## config.mk

```make
export PLATFORM = sky130hd
export DESIGN_NAME = global_pin0_config
export DESIGN_NICKNAME = d
export VERILOG_FILES = /design/src/global_pin0_pkg.sv /design/src/global_pin0_config.sv
export VERILOG_INCLUDE_DIRS = /design/src
export SDC_FILE = /design/constraint.sdc
export NUM_CORES = 1
export LEC_CHECK = 0
export BUFFER_PORTS_ARGS = -buffer_cell sky130_fd_sc_hd__buf_2
export CAP_MARGIN = 15
export CORE_ASPECT_RATIO = 1.25
export CORE_MARGIN = 5
export CORE_UTILIZATION = 51
export CTS_CLUSTER_SIZE = 40
export DETAILED_ROUTE_END_ITERATION = 10
export PLACE_DENSITY = 0.76
export SYNTH_ARGS = -nofsm -noshare
export SYNTH_HDL_FRONTEND = slang
export SYNTH_SLANG_ARGS = --single-unit
```

## constraint.sdc

```tcl
create_clock -name core_clk -period 7.3 [get_ports core_clk]
set_input_delay 1.095 -clock core_clk [delete_from_list [all_inputs] [get_ports core_clk]]
set_output_delay 1.095 -clock core_clk [all_outputs]
set_load 0.02 [all_outputs]
```

## src/global_pin0_consts.svh

```systemverilog
`ifndef GLOBAL_PIN0_CONSTS_SVH
`define GLOBAL_PIN0_CONSTS_SVH
// register offsets
`define ADDR_GLOBAL_CONFIG 8'h10
`define ADDR_PIN0_CONFIG 8'h11
`define ADDR_WIDTH 8
// field positions and fixed reset values
`define PIN_DIN_BIT 1
`define PIN_RSVD_MASK 8'h3d
`define RST_PULLUP_WEAK 1'b0
`define RST_BIAS_FORCE 1'b0
`define RST_POWER_CMD 2'b00
`define RST_PIN_DEB 1'b0
`define RST_PIN_DOUT 1'b0
`define RST_PIN_DRIVER 1'b0
`define RST_PIN_DIR_INPUT 1'b1
`define RST_DEV_ADDR 7'h48
// timing: clock, base tick and documented times in microseconds
`define CLK_PERIOD_NS 10
`define TICK_PERIOD_US 10
`define TICK_CYCLES (`TICK_PERIOD_US * 1000 / `CLK_PERIOD_NS)
`define TIMER_W 21
`define US_TO_TICKS(t) (((t) + `TICK_PERIOD_US - 1) / `TICK_PERIOD_US)
`define T_ONKEY_DEB_SHORT_US 500
`define T_DEB_LONG_US 30000
`define T_KEYHOLD_SHORT_US 8000000
`define T_KEYHOLD_LONG_US 16000000
`define T_PD_INIT_US 60000
`define T_PD_RST_US 10240
`define T_PD_SLOT_US 2560
`define T_PD_DISCHARGE_US 125000
`define PD_SLOT_COUNT 4
`endif

```

## src/global_pin0_pkg.sv

```systemverilog
package global_pin0_pkg;
   typedef struct packed {
      logic onkey_pullup_weak_select;
      logic manual_reset_duration_select;
      logic main_bias_lowpower_request;
      logic main_bias_force_on;
      logic onkey_input_style;
      logic onkey_debounce_select;
      logic [1:0] software_power_command;
   } global_cfg_t;
   typedef struct packed {
      logic [1:0] reserved;
      logic pin0_alternate_function;
      logic pin_input_debounce_enable;
      logic pin_output_value;
      logic pin_driver_type;
      logic pin_input_value;
      logic pin_direction_input;
   } pin_cfg_t;
   typedef struct packed {
      logic manual_reset_duration_select;
      logic main_bias_lowpower_request;
      logic onkey_input_style;
      logic onkey_debounce_select;
      logic pin0_alternate_function;
   } factory_t;
   typedef enum logic [1:0] {CMD_NONE, CMD_COLD_RESTART, CMD_POWER_OFF, CMD_FACTORY_SHIP} power_cmd_t;
   typedef enum {PD_IDLE, PD_INIT, PD_RST, PD_SLOT, PD_DISCHARGE, PD_OFF, PD_SHIP} pd_state_t;
   typedef enum {BUS_IDLE, BUS_ADDR, BUS_PTR, BUS_WDATA, BUS_RDATA} bus_state_t;
endpackage : global_pin0_pkg

```

## src/global_pin0_config.sv

```systemverilog
`timescale 1ns/10ps
`include "global_pin0_consts.svh"

// level filter: a new level is taken once it has held for limit ticks
module level_debounce (
   input wire logic core_clk, // system clock
   input wire logic sys_rst, // sync reset
   input wire logic tick, // base tick enable
   input wire logic bypass, // take level at once
   input wire logic [`TIMER_W-1:0] limit, // ticks to hold
   input wire logic level_in, // synchronised level
   output logic level_out // filtered level
);
   logic [`TIMER_W-1:0] cnt_reg;
   // any bounce restarts the count
   always_ff @(posedge core_clk) begin
      if (sys_rst) begin
         cnt_reg <= '0;
         level_out <= 1'b1;
      end else if (bypass || level_in == level_out) begin
         cnt_reg <= '0;
         level_out <= level_in;
      end else if (tick) begin
         if (cnt_reg >= limit - `TIMER_W'(1)) begin
            cnt_reg <= '0;
            level_out <= level_in;
         end else begin
            cnt_reg <= cnt_reg + `TIMER_W'(1);
         end
      end
   end
endmodule : level_debounce

module global_pin0_config
   import global_pin0_pkg::*;
#(
   parameter logic [6:0] DEV_ADDR = `RST_DEV_ADDR, // serial address, arbitrary value
   parameter logic [`TIMER_W-1:0] ONKEY_DEB_SHORT = `TIMER_W'(`US_TO_TICKS(`T_ONKEY_DEB_SHORT_US)),
   parameter logic [`TIMER_W-1:0] DEB_LONG = `TIMER_W'(`US_TO_TICKS(`T_DEB_LONG_US)),
   parameter logic [`TIMER_W-1:0] MRST_SHORT = `TIMER_W'(`US_TO_TICKS(`T_KEYHOLD_SHORT_US)),
   parameter logic [`TIMER_W-1:0] MRST_LONG = `TIMER_W'(`US_TO_TICKS(`T_KEYHOLD_LONG_US)),
   parameter logic [`TIMER_W-1:0] PD_INIT_TICKS = `TIMER_W'(`US_TO_TICKS(`T_PD_INIT_US)),
   parameter logic [`TIMER_W-1:0] PD_RST_TICKS = `TIMER_W'(`US_TO_TICKS(`T_PD_RST_US)),
   parameter logic [`TIMER_W-1:0] PD_SLOT_TICKS = `TIMER_W'(`US_TO_TICKS(`T_PD_SLOT_US)),
   parameter logic [`TIMER_W-1:0] PD_DISCH_TICKS = `TIMER_W'(`US_TO_TICKS(`T_PD_DISCHARGE_US))
) (
   input wire logic core_clk, // 100 MHz clock
   input wire logic sys_rst, // sync reset, high
   input wire logic scl_in, // serial clock pin
   input wire logic sda_in, // serial data pin level
   output logic sda_out, // serial data drive value
   output logic sda_oe, // serial data pull low
   input wire factory_t factory_cfg, // factory reset values
   input wire logic onkey_input, // on-key pin, active low
   output logic onkey_pullup_weak, // weak pull-up select
   output logic onkey_style_slide, // slide-switch mode
   output logic onkey_active, // debounced on-key active
   output logic manual_reset_request, // held-key reset pulse
   input wire logic onoff_bias_request, // controller bias request
   output logic main_bias_enable, // bias on
   output logic main_bias_lowpower, // bias low-power request
   input wire logic wake_event, // wake after power off
   input wire logic ship_exit_event, // leave factory ship
   output logic reset_output_low, // reset output, low active
   output logic regulators_on, // rails enabled
   output logic output_discharge, // rail discharge active
   output logic battery_switch_open, // battery switch opened
   input wire logic buck_boost_rail_two, // sequencer enable for rail two
   input wire logic pin0_in, // pin 0 level
   output logic pin0_out, // pin 0 drive value
   output logic pin0_oe, // pin 0 driven
   output logic pin0_level // debounced pin 0 level
);
   localparam int TICK_LAST = `TICK_CYCLES - 1;
   global_cfg_t glb_reg;
   pin_cfg_t pin_reg;
   pd_state_t pd_state;
   bus_state_t bus_state;
   logic [9:0] tick_cnt_reg;
   logic tick;
   logic cfg_reset;
   logic [`TIMER_W-1:0] pd_cnt_reg, pd_limit, mrst_cnt_reg;
   logic [1:0] slot_reg;
   power_cmd_t pd_cmd_reg;
   logic onkey_m, onkey_s, onkey_level, mrst_fired;
   logic pin_m, pin_s;
   logic scl_m, scl_s, scl_d, sda_m, sda_s, sda_d;
   logic scl_rise, scl_fall, bus_start, bus_stop;
   logic [3:0] bit_cnt;
   logic [7:0] shift_reg, ptr_reg, wr_data, rd_byte;
   logic [`ADDR_WIDTH-1:0] wr_addr;
   logic ack_phase, wr_en;
   logic pd_done;

   // base tick; every long time counts these
   always_ff @(posedge core_clk) begin
      if (sys_rst || tick_cnt_reg == 10'(TICK_LAST)) tick_cnt_reg <= '0;
      else tick_cnt_reg <= tick_cnt_reg + 10'd1;
      tick <= !sys_rst && tick_cnt_reg == 10'(TICK_LAST);
   end

   // pin synchronisers; first stage feeds only the second
   always_ff @(posedge core_clk) begin
      if (sys_rst) begin
         {onkey_m, onkey_s, pin_m, pin_s} <= 4'hf;
         {scl_m, scl_s, scl_d, sda_m, sda_s, sda_d} <= 6'h3f;
      end else begin
         onkey_m <= onkey_input;
         onkey_s <= onkey_m;
         pin_m <= pin0_in;
         pin_s <= pin_m;
         {scl_m, scl_s, scl_d} <= {scl_in, scl_m, scl_s};
         {sda_m, sda_s, sda_d} <= {sda_in, sda_m, sda_s};
      end
   end

   level_debounce onkey_filter (
      .core_clk(core_clk),
      .sys_rst(sys_rst),
      .tick(tick),
      .bypass(1'b0),
      .limit(glb_reg.onkey_debounce_select ? DEB_LONG : ONKEY_DEB_SHORT),
      .level_in(onkey_s),
      .level_out(onkey_level)
   );
   level_debounce pin_filter (
      .core_clk(core_clk),
      .sys_rst(sys_rst),
      .tick(tick),
      .bypass(!pin_reg.pin_input_debounce_enable),
      .limit(DEB_LONG),
      .level_in(pin_s),
      .level_out(pin0_level)
   );

   // key status, bias and pull-up outputs
   always_ff @(posedge core_clk) begin
      if (sys_rst) begin
         onkey_active <= 1'b0;
         main_bias_enable <= 1'b0;
      end else begin
         onkey_active <= !onkey_level;
         main_bias_enable <= glb_reg.main_bias_force_on | onoff_bias_request;
      end
   end
   assign onkey_pullup_weak = glb_reg.onkey_pullup_weak_select;
   assign onkey_style_slide = glb_reg.onkey_input_style;
   assign main_bias_lowpower = glb_reg.main_bias_lowpower_request;

   // held key raises one reset pulse per press
   always_ff @(posedge core_clk) begin
      if (sys_rst || !onkey_active) begin
         mrst_cnt_reg <= '0;
         mrst_fired <= 1'b0;
         manual_reset_request <= 1'b0;
      end else begin
         manual_reset_request <= 1'b0;
         if (tick && !mrst_fired) begin
            if (mrst_cnt_reg >= (glb_reg.manual_reset_duration_select ? MRST_LONG : MRST_SHORT) - `TIMER_W'(1)) begin
               mrst_fired <= 1'b1;
               manual_reset_request <= 1'b1;
            end else begin
               mrst_cnt_reg <= mrst_cnt_reg + `TIMER_W'(1);
            end
         end
      end
   end

   // register file; factory fields reload at every config reset
   always_ff @(posedge core_clk) begin
      if (sys_rst || cfg_reset) begin
         glb_reg <= '{`RST_PULLUP_WEAK, factory_cfg.manual_reset_duration_select,
                      factory_cfg.main_bias_lowpower_request, `RST_BIAS_FORCE, factory_cfg.onkey_input_style,
                      factory_cfg.onkey_debounce_select, `RST_POWER_CMD};
         pin_reg <= '{2'b00, factory_cfg.pin0_alternate_function, `RST_PIN_DEB, `RST_PIN_DOUT,
                      `RST_PIN_DRIVER, 1'b0, `RST_PIN_DIR_INPUT};
      end else if (wr_en && wr_addr == `ADDR_GLOBAL_CONFIG) begin
         glb_reg <= wr_data;
      end else if (wr_en && wr_addr == `ADDR_PIN0_CONFIG) begin
         pin_reg <= wr_data & `PIN_RSVD_MASK; // reserved and read-only bits not stored
      end
   end

   // read view; live pin level replaces the stored input bit
   always_comb begin
      rd_byte = 8'h00;
      if (ptr_reg == `ADDR_GLOBAL_CONFIG) rd_byte = glb_reg;
      if (ptr_reg == `ADDR_PIN0_CONFIG) begin
         rd_byte = pin_reg;
         rd_byte[`PIN_DIN_BIT] = pin_s;
      end
   end

   // pin 0 drive
   always_ff @(posedge core_clk) begin
      if (sys_rst) begin
         pin0_out <= 1'b0;
         pin0_oe <= 1'b0;
      end else if (pin_reg.pin0_alternate_function) begin
         pin0_out <= buck_boost_rail_two;
         pin0_oe <= 1'b1;
      end else if (pin_reg.pin_direction_input) begin
         pin0_out <= 1'b0;
         pin0_oe <= 1'b0;
      end else begin
         pin0_out <= pin_reg.pin_output_value;
         pin0_oe <= !pin_reg.pin_output_value || pin_reg.pin_driver_type;
      end
   end

   // power-down timing; the host waits out the whole run
   always_comb begin
      unique case (pd_state)
         PD_INIT: pd_limit = PD_INIT_TICKS;
         PD_RST: pd_limit = PD_RST_TICKS;
         PD_SLOT: pd_limit = PD_SLOT_TICKS;
         default: pd_limit = PD_DISCH_TICKS;
      endcase
      pd_done = tick && pd_cnt_reg >= pd_limit - `TIMER_W'(1);
   end

   // power command sequencer
   always_ff @(posedge core_clk) begin
      if (sys_rst) begin
         pd_state <= PD_IDLE;
         pd_cmd_reg <= CMD_NONE;
         pd_cnt_reg <= '0;
         slot_reg <= '0;
         cfg_reset <= 1'b0;
         reset_output_low <= 1'b1;
         regulators_on <= 1'b1;
         output_discharge <= 1'b0;
         battery_switch_open <= 1'b0;
      end else begin
         cfg_reset <= 1'b0;
         if (pd_state inside {PD_INIT, PD_RST, PD_SLOT, PD_DISCHARGE})
            pd_cnt_reg <= pd_done ? '0 : pd_cnt_reg + `TIMER_W'(tick);
         unique case (pd_state)
            PD_IDLE: begin
               if (wr_en && wr_addr == `ADDR_GLOBAL_CONFIG) begin
                  pd_cmd_reg <= power_cmd_t'(wr_data[1:0]);
                  pd_cnt_reg <= '0;
                  if (wr_data[1:0] == CMD_COLD_RESTART || wr_data[1:0] == CMD_POWER_OFF)
                     pd_state <= PD_INIT; // code zero stays idle
                  else if (wr_data[1:0] == CMD_FACTORY_SHIP) begin
                     pd_state <= PD_SHIP;
                     cfg_reset <= 1'b1;
                     regulators_on <= 1'b0;
                     reset_output_low <= 1'b0;
                     battery_switch_open <= 1'b1;
                  end
               end
            end
            PD_INIT: if (pd_done) begin
               pd_state <= PD_RST;
               reset_output_low <= 1'b0;
            end
            PD_RST: if (pd_done) begin
               pd_state <= PD_SLOT;
               slot_reg <= '0;
               regulators_on <= 1'b0;
            end
            PD_SLOT: if (pd_done) begin
               slot_reg <= slot_reg + 2'd1;
               if (slot_reg == 2'(`PD_SLOT_COUNT - 1)) begin
                  pd_state <= PD_DISCHARGE;
                  output_discharge <= 1'b1;
               end
            end
            PD_DISCHARGE: if (pd_done) begin
               output_discharge <= 1'b0;
               cfg_reset <= 1'b1;
               if (pd_cmd_reg == CMD_COLD_RESTART) begin
                  pd_state <= PD_IDLE;
                  regulators_on <= 1'b1;
                  reset_output_low <= 1'b1;
               end else begin
                  pd_state <= PD_OFF;
               end
            end
            PD_OFF: if (wake_event) begin
               pd_state <= PD_IDLE;
               regulators_on <= 1'b1;
               reset_output_low <= 1'b1;
            end
            PD_SHIP: if (ship_exit_event) begin
               pd_state <= PD_IDLE;
               regulators_on <= 1'b1;
               reset_output_low <= 1'b1;
               battery_switch_open <= 1'b0;
            end
         endcase
      end
   end

   // serial bus slave: address, pointer, then data with auto-increment
   assign scl_rise = scl_s && !scl_d;
   assign scl_fall = !scl_s && scl_d;
   assign bus_start = scl_s && scl_d && sda_d && !sda_s;
   assign bus_stop = scl_s && scl_d && !sda_d && sda_s;
   assign sda_out = 1'b0; // open drain: only ever pulls low
   always_ff @(posedge core_clk) begin
      if (sys_rst) begin
         bus_state <= BUS_IDLE;
         {bit_cnt, shift_reg, ptr_reg, ack_phase, sda_oe, wr_en} <= '0;
         wr_addr <= '0;
         wr_data <= '0;
      end else begin
         wr_en <= 1'b0;
         if (bus_start) begin
            bus_state <= BUS_ADDR; // repeated start keeps the pointer
            {bit_cnt, ack_phase, sda_oe} <= '0;
         end else if (bus_stop) begin
            bus_state <= BUS_IDLE;
            {ack_phase, sda_oe} <= '0;
         end else if (scl_rise && bus_state != BUS_IDLE && !ack_phase) begin
            if (bus_state == BUS_RDATA && bit_cnt == 4'd8) begin
               if (sda_s) bus_state <= BUS_IDLE; // host nack ends the read
               else ack_phase <= 1'b1;
            end else begin
               if (bus_state != BUS_RDATA) shift_reg <= {shift_reg[6:0], sda_s};
               bit_cnt <= bit_cnt + 4'd1;
            end
         end else if (scl_fall && bus_state != BUS_IDLE) begin
            if (ack_phase) begin
               ack_phase <= 1'b0;
               bit_cnt <= '0;
               if (bus_state == BUS_RDATA) begin
                  shift_reg <= {rd_byte[6:0], 1'b0};
                  sda_oe <= !rd_byte[7];
                  ptr_reg <= ptr_reg + 8'd1;
               end else begin
                  sda_oe <= 1'b0;
               end
            end else if (bus_state == BUS_RDATA) begin
               sda_oe <= bit_cnt != 4'd8 && !shift_reg[7];
               shift_reg <= {shift_reg[6:0], 1'b0};
            end else if (bit_cnt == 4'd8) begin
               ack_phase <= 1'b1;
               sda_oe <= 1'b1;
               if (bus_state == BUS_ADDR) begin
                  if (shift_reg[7:1] != DEV_ADDR) begin
                     bus_state <= BUS_IDLE;
                     {ack_phase, sda_oe} <= '0;
                  end else begin
                     bus_state <= shift_reg[0] ? BUS_RDATA : BUS_PTR;
                  end
               end else if (bus_state == BUS_PTR) begin
                  ptr_reg <= shift_reg;
                  bus_state <= BUS_WDATA;
               end else begin
                  wr_en <= 1'b1; // whole byte passed on; the pin register masks its reserved bits
                  wr_addr <= ptr_reg;
                  wr_data <= shift_reg;
                  ptr_reg <= ptr_reg + 8'd1;
               end
            end
         end
      end
   end
endmodule : global_pin0_config

```

[After elaboration in Yosys (flattened, before gate mapping)]
Index checks and enable logic that the tools add are counted.
Storage, ports and cells
  register bits after elaboration: 238
  output and inout port bits: 15
Operators by class
  bitwise gates (word level): 13
  add/sub/neg operators: 11
  mux-type cells: 109
  reductions and logical operators: 87
  equal/unequal tests: 52
  magnitude comparators: 4
Operator list (number)
  $mux W32: 19
  $pmux W32 S7: 1
  $mux W21: 7
  $eq A32 B3 Y1 const B: 4
  $mux W8: 15
  $eq A32 B2 Y1 const B: 3
  $add A21 B1 Y21 const B: 3
  $ge A21 B21 Y1: 3
  $mux W1: 45
  $pmux W14 S3: 1
  $sub A21 B1 Y21 const B: 2
  $reduce_and A9 Y1: 4
  $eq A32 B1 Y1 const B: 1
  $eq A32 B4 Y1 const B: 1
  $eq A8 B5 Y1 const B: 4
  $logic_not A32 Y1: 1
  $ne A2 B2 Y1 const B: 16
  $ne A32 B4 Y1 const B: 1
  $reduce_bool A32 Y1: 1
  $reduce_bool A2 Y1: 14
  $add A21 B1 Y21: 1
  $ge A21 B12 Y1 const B: 1
  $mux W6: 3
  $logic_and A1 B1 Y1: 17
  other kinds (40): 108

[Logic depth before layout (Yosys ltp)]
  depth in word-level cells: 10
  mapped depth: 13

[Cells and area by module]
From an unflattened synthesis, not the netlist that was laid out.
Unflattened totals
  cell total of the unflattened synthesis: 1272
  area total of the unflattened synthesis: 10764.1 um^2
Modules (own cells, without submodules)
  global_pin0_config: cells each 836, area an instance 6994.2 um^2, times used 1
  level_debounce at pin_filter: cells each 218, area an instance 1885.6 um^2, times used 1
  level_debounce at onkey_filter: cells each 218, area an instance 1884.3 um^2, times used 1

[Worst setup path before layout]
OpenSTA, ideal clock, no wires.
  kind: register -> register
  from: register pd_state[0]
  to: register pd_state[1]
  buffers on the path: 2
  library setup time: 0.132 ns
  clock period less this slack: 2.935 ns
  setup slack: 4.365 ns
  arrival: 2.802 ns
  cell stages (with the launch flop): 14
  cells stage by stage: dfxtp_1 -> clkbuf_1 -> buf_1 -> xor2_1 -> nand2_1 -> ha_1 -> and4_1 -> nand4_1 -> o22ai_1 -> a211o_1 -> o31ai_2 -> nor3_4 -> a41oi_2 -> o211ai_1
On the way
  cells in the longest elaborated chain, start to end: 7
Ends and longest elaborated chain
  start: declaration: RTL line global_pin0_config.sv:77  | pd_state_t pd_state;
  start signal: assignment: RTL line global_pin0_config.sv:225  | pd_state <= PD_IDLE;
  start signal: assignment: RTL line global_pin0_config.sv:244  | pd_state <= PD_INIT;
  start signal: assignment: RTL line global_pin0_config.sv:246  | pd_state <= PD_SHIP;
  $eq A32 B2 Y1 or $eq A32 B1 Y1 (tied branches): RTL line global_pin0_config.sv:213, global_pin0_config.sv:238
  $pmux W14 S3: RTL line global_pin0_config.sv:213  | unique case (pd_state)
  $sub A21 B1 Y21: RTL line global_pin0_config.sv:219  | pd_done = tick && pd_cnt_reg >= pd_limit - `TIMER_W'(1);
  $ge A21 B21 Y1: RTL line global_pin0_config.sv:219
  $logic_and A1 B1 Y1: RTL line global_pin0_config.sv:219
  $ne A2 B2 Y1 (no source line)
  $reduce_and A9 Y1 (no source line)
Parallel ways exist; a longest one is shown, timed or not.
A chain may end at the register's enable or synchronous reset.

[Worst setup path after layout]
  from: register pd_state[0]
  to: register pd_cnt_reg[7]
On the way
  cells in the longest elaborated chain, start to end: 9
Ends and longest elaborated chain
  $eq A32 B2 Y1 or $eq A32 B1 Y1 (tied branches): RTL line global_pin0_config.sv:213, global_pin0_config.sv:236
  $pmux W14 S3: RTL line global_pin0_config.sv:213
  $sub A21 B1 Y21: RTL line global_pin0_config.sv:219
  $ge A21 B21 Y1: RTL line global_pin0_config.sv:219
  $logic_and A1 B1 Y1: RTL line global_pin0_config.sv:219
  $mux W21: RTL line global_pin0_config.sv:237  | pd_cnt_reg <= pd_done ? '0 : pd_cnt_reg + `TIMER_W'(tick);
  $mux W21: RTL line global_pin0_config.sv:236  | if (pd_state inside {PD_INIT, PD_RST, PD_SLOT, PD_DISCHARGE})
  $mux W21: RTL line global_pin0_config.sv:240  | if (wr_en && wr_addr == `ADDR_GLOBAL_CONFIG) begin
  $mux W21 (*): RTL line global_pin0_config.sv:238  | unique case (pd_state)
  end signal: assignment: RTL line global_pin0_config.sv:237
  end: declaration: RTL line global_pin0_config.sv:82  | logic [`TIMER_W-1:0] pd_cnt_reg, pd_limit, mrst_cnt_reg;
Mark *: on every way between the ends. The rest lies on a longest branch, timed or not.

==> results.md <==
- Design area: 9730 sq um
- Worst Slack Setup Final: 3930 ps
- Seq/Total Area, Yosys: 41.0%
- Sequential power share: 48.0%
- Synth cell count leaders: nor2_1 (187), dfxtp_1 (175), nand2_1 (115)
- Number of global-route vias before repair: 6852
- Tot GR Track Use: 18.8%
- Worst IR drop on VDD: 143 uV
- Drt first pass iters: 7
- FILL cells: 1602
- DR vias: 7361
- First-pass GRT wire length: 31.5 mm
- Maxcap violations: 0
- Setup-failing EPs final: 0
- Critical path endpoint category: flip-flop
- Run status: completed
- Area of the multi-input gates: 4940 sq um
- Largest net degree at the start of global routing: 77
- Count leader, synth: nor2_1
- Synth area leaders: dfxtp_1 (39%), nor2_1 (7.9%), ha_1 (5.3%), nand2_1 (4.8%), a21oi_1 (4.4%)
- Sw Share: 27.1%
- H-tree Lvls: 4
- Synthesis-to-layout area growth: 9.35%
- Worst slack, placed: 3970 ps
- Mapped Area: 8900 sq um
- Row count: 54
- Grt peak-use layer: met2
- Post-layout minimum cycle time: 3370 ps
- Clk_lat worst skew: 440 ps
- Clk root buf: clkbuf_16
- Met1 GRT Util: 22.7%
- Detail Placement HPWL: 12.9 mm
- Critical Path Fanout Max: 24
- Switching power: 0.593 mW
- Hold buffers post-CTS: 0
- Crit-path cells: nor2_2 -> nor2_1 -> inv_1 -> ha_1 -> and4_1 -> o221ai_1 -> nand2_1 -> a211o_1 -> nand2_2 -> o21ai_2 -> nor2_1
- Leakage: 3.52 nW
- Die width: 128 um
- Clock skew: 8.96 ps
- Routed vias/inst: 5.52
- WL/cell: 13.6 um
- Fin crit share: 46.1%
- Combinational power share: 12.0%
- Final WL: 18.1 mm
- Syn_area_per_cell: 8.15 sq um
- Startpoint types: flip-flop
- Cts repair resizes: 0
- Post-synth top area share: 39.4%
- Initial Utilization: 51.5%
- Clk slew on worst S/H paths: 70 ps
- Required @ worst endpoint: 7590 ps
- Final GP Congestion: 0.824
- Number of synthesized flops with an enable pin: 5
- Arr. time, crit path: 3650 ps
- Met2 Use GR: 32.8%
- Die Area: 20200 sq um
- Clk buf depth: 2
- Nets: 1150
- ANT nets after route: 0
- CTS sink count: 180
- GRT Residual Overflow: 0
- Power share of the clock group: 40.0%
- Initial antenna violation count: 0
- Final hold violation count: 0
- Core Area: 17300 sq um
- Number of CTS-inserted buffers: 17
- Warnings from Yosys: 0
- Synth area leader: dfxtp_1
- Reg area: 3650 sq um
- Post-route setup TNS: 0 ps
- Post-CTS Setup Inserts: 0
- CP dominant cell by count: nor2_1
- I/O pin cnt: 30
- Initial DRC Count: 466
- GR Layer Usage met3: 4.12%
- Cell area power density: 225 nW/um^2
- Worst path slowest cell: dfxtp_1
- Hold crit path type: flip-flop to flip-flop
- Layout cells sized above 1: 7.93%
- Post-synth ARST share: 0%
- Unique cell type count in the Yosys netlist: 66
- Die Span Y: 158 um
- Residual DRC: 0
- Placed Area: 9170 sq um
- Max stage delay on crit path: 830 ps
- Top_reg_cell synth: dfxtp_1
- FF+latch count, synth: 180
- Slew headroom: 24.0%
- Setup repair after global routing missed its margin: no
- CTS tree: built
- Cell Int Power: 1.59 mW
- ANT cells: 0
- Cells after Synth: 1092
- F_max: 0.297 GHz
- Worst-Margin Slew: 1140 ps
- IO Port Bufs: 28
- Slew Limit Fails: 0
- Critical path type: flip-flop to flip-flop
==> cell usage in the layout (no fill, tap or decap), types with 5 or more instances in the layout <==
master     netlist  layout
nand2b_1         9       9
mux2i_1         15      15
nor4_1           8       8
a211oi_1         7       7
a21oi_1         78      78
or3_1            9       9
nand3_1         42      42
a221oi_1         6       6
a22o_1           5       5
nor3b_1          5       5
or2_2           14      14
and2_1           6       6
clkbuf_16        0      17
o21bai_1         5       5
a22oi_1          6       6
and4_1          10      10
xor2_1          43      43
edfxtp_1         5       5
o21ai_0         31      31
buf_2            1      28
ha_1            38      38
nand2_1        115     115
nor2b_1         10      10
nor3_1          31      31
a21o_1           8       8
nor2_1         187     187
dfxtp_1        175     175
nand4_1         23      23
and3_1          19      19
xnor2_1         40      40
a31oi_1          8       8
inv_1           35      35
==> through the flow <==
step           power (mW)  std cells  hold WS, ps  util [%]
2_1_floorplan        1.28       1093          389         -
3_3_place_gp         1.33       1301          392      53.0
3_5_place_dp         1.33       1301          395      53.0
4_1_cts              2.21       1333          411      56.3
5_1_grt              2.29       1334          425      56.3
6_report             2.19       1334          409      56.3
==> critical path: cells and delay by family, from the launching register on <==
kind / cells / cell delay (ps)
flip-flops: 1 / 830
AND/OR/NAND/NOR: 6 / 970
buffers and inverters: 1 / 120
AO/OA/AOI/OAI: 3 / 970
adder cells (fa/ha/maj): 1 / 310
==> metal layers <==
layer	vias to the layer above	part of all wire, %
li1	3786	-
met1	3445	44
met2	99	50
met3	31	3.1
met4	0	2.0
met5	-	0
==> cell families after synthesis <==
logic type	count (synthesis)	share of synthesized area [%]
AND/OR/NAND/NOR	504	26.8
flip-flops	180	41.0
multiplexers	15	1.69
adder cells (fa/ha/maj)	39	5.45
XOR/XNOR	83	8.17
other	2	0.0844
buffers and inverters	82	3.60
AO/OA/AOI/OAI	187	13.1
==> power by group through the flow <==
stage	sequential (mW)	clock (mW)	combinational, mW
after floorplan	1.04	0	0.235
after global placement	1.07	0	0.254
after detailed placement	1.07	0	0.260
after CTS	1.05	0.896	0.264
after global routing	1.06	0.939	0.300
final	1.05	0.875	0.262
==> final timing paths <==
check         startpoint            end  slack [ps]  cells past startpoint
max          pd_state[0]  pd_cnt_reg[7]        3930                     11
min                pin_m          pin_s         410                      1
max reg2reg  pd_state[0]  pd_cnt_reg[7]        3930                     11
min reg2reg        pin_m          pin_s         410                      1
==> final cells by class <==
cell class	count	area share [%]
Clock buffer	21	4.73
Clock inverter	11	1.05
Inverter	35	1.35
Multi-Input combinational cell	831	50.7
Sequential cell	180	37.5
Tap cell	224	2.88
Timing Repair Buffer	32	1.72
Note: power is estimated with default switching activity, not from simulation.
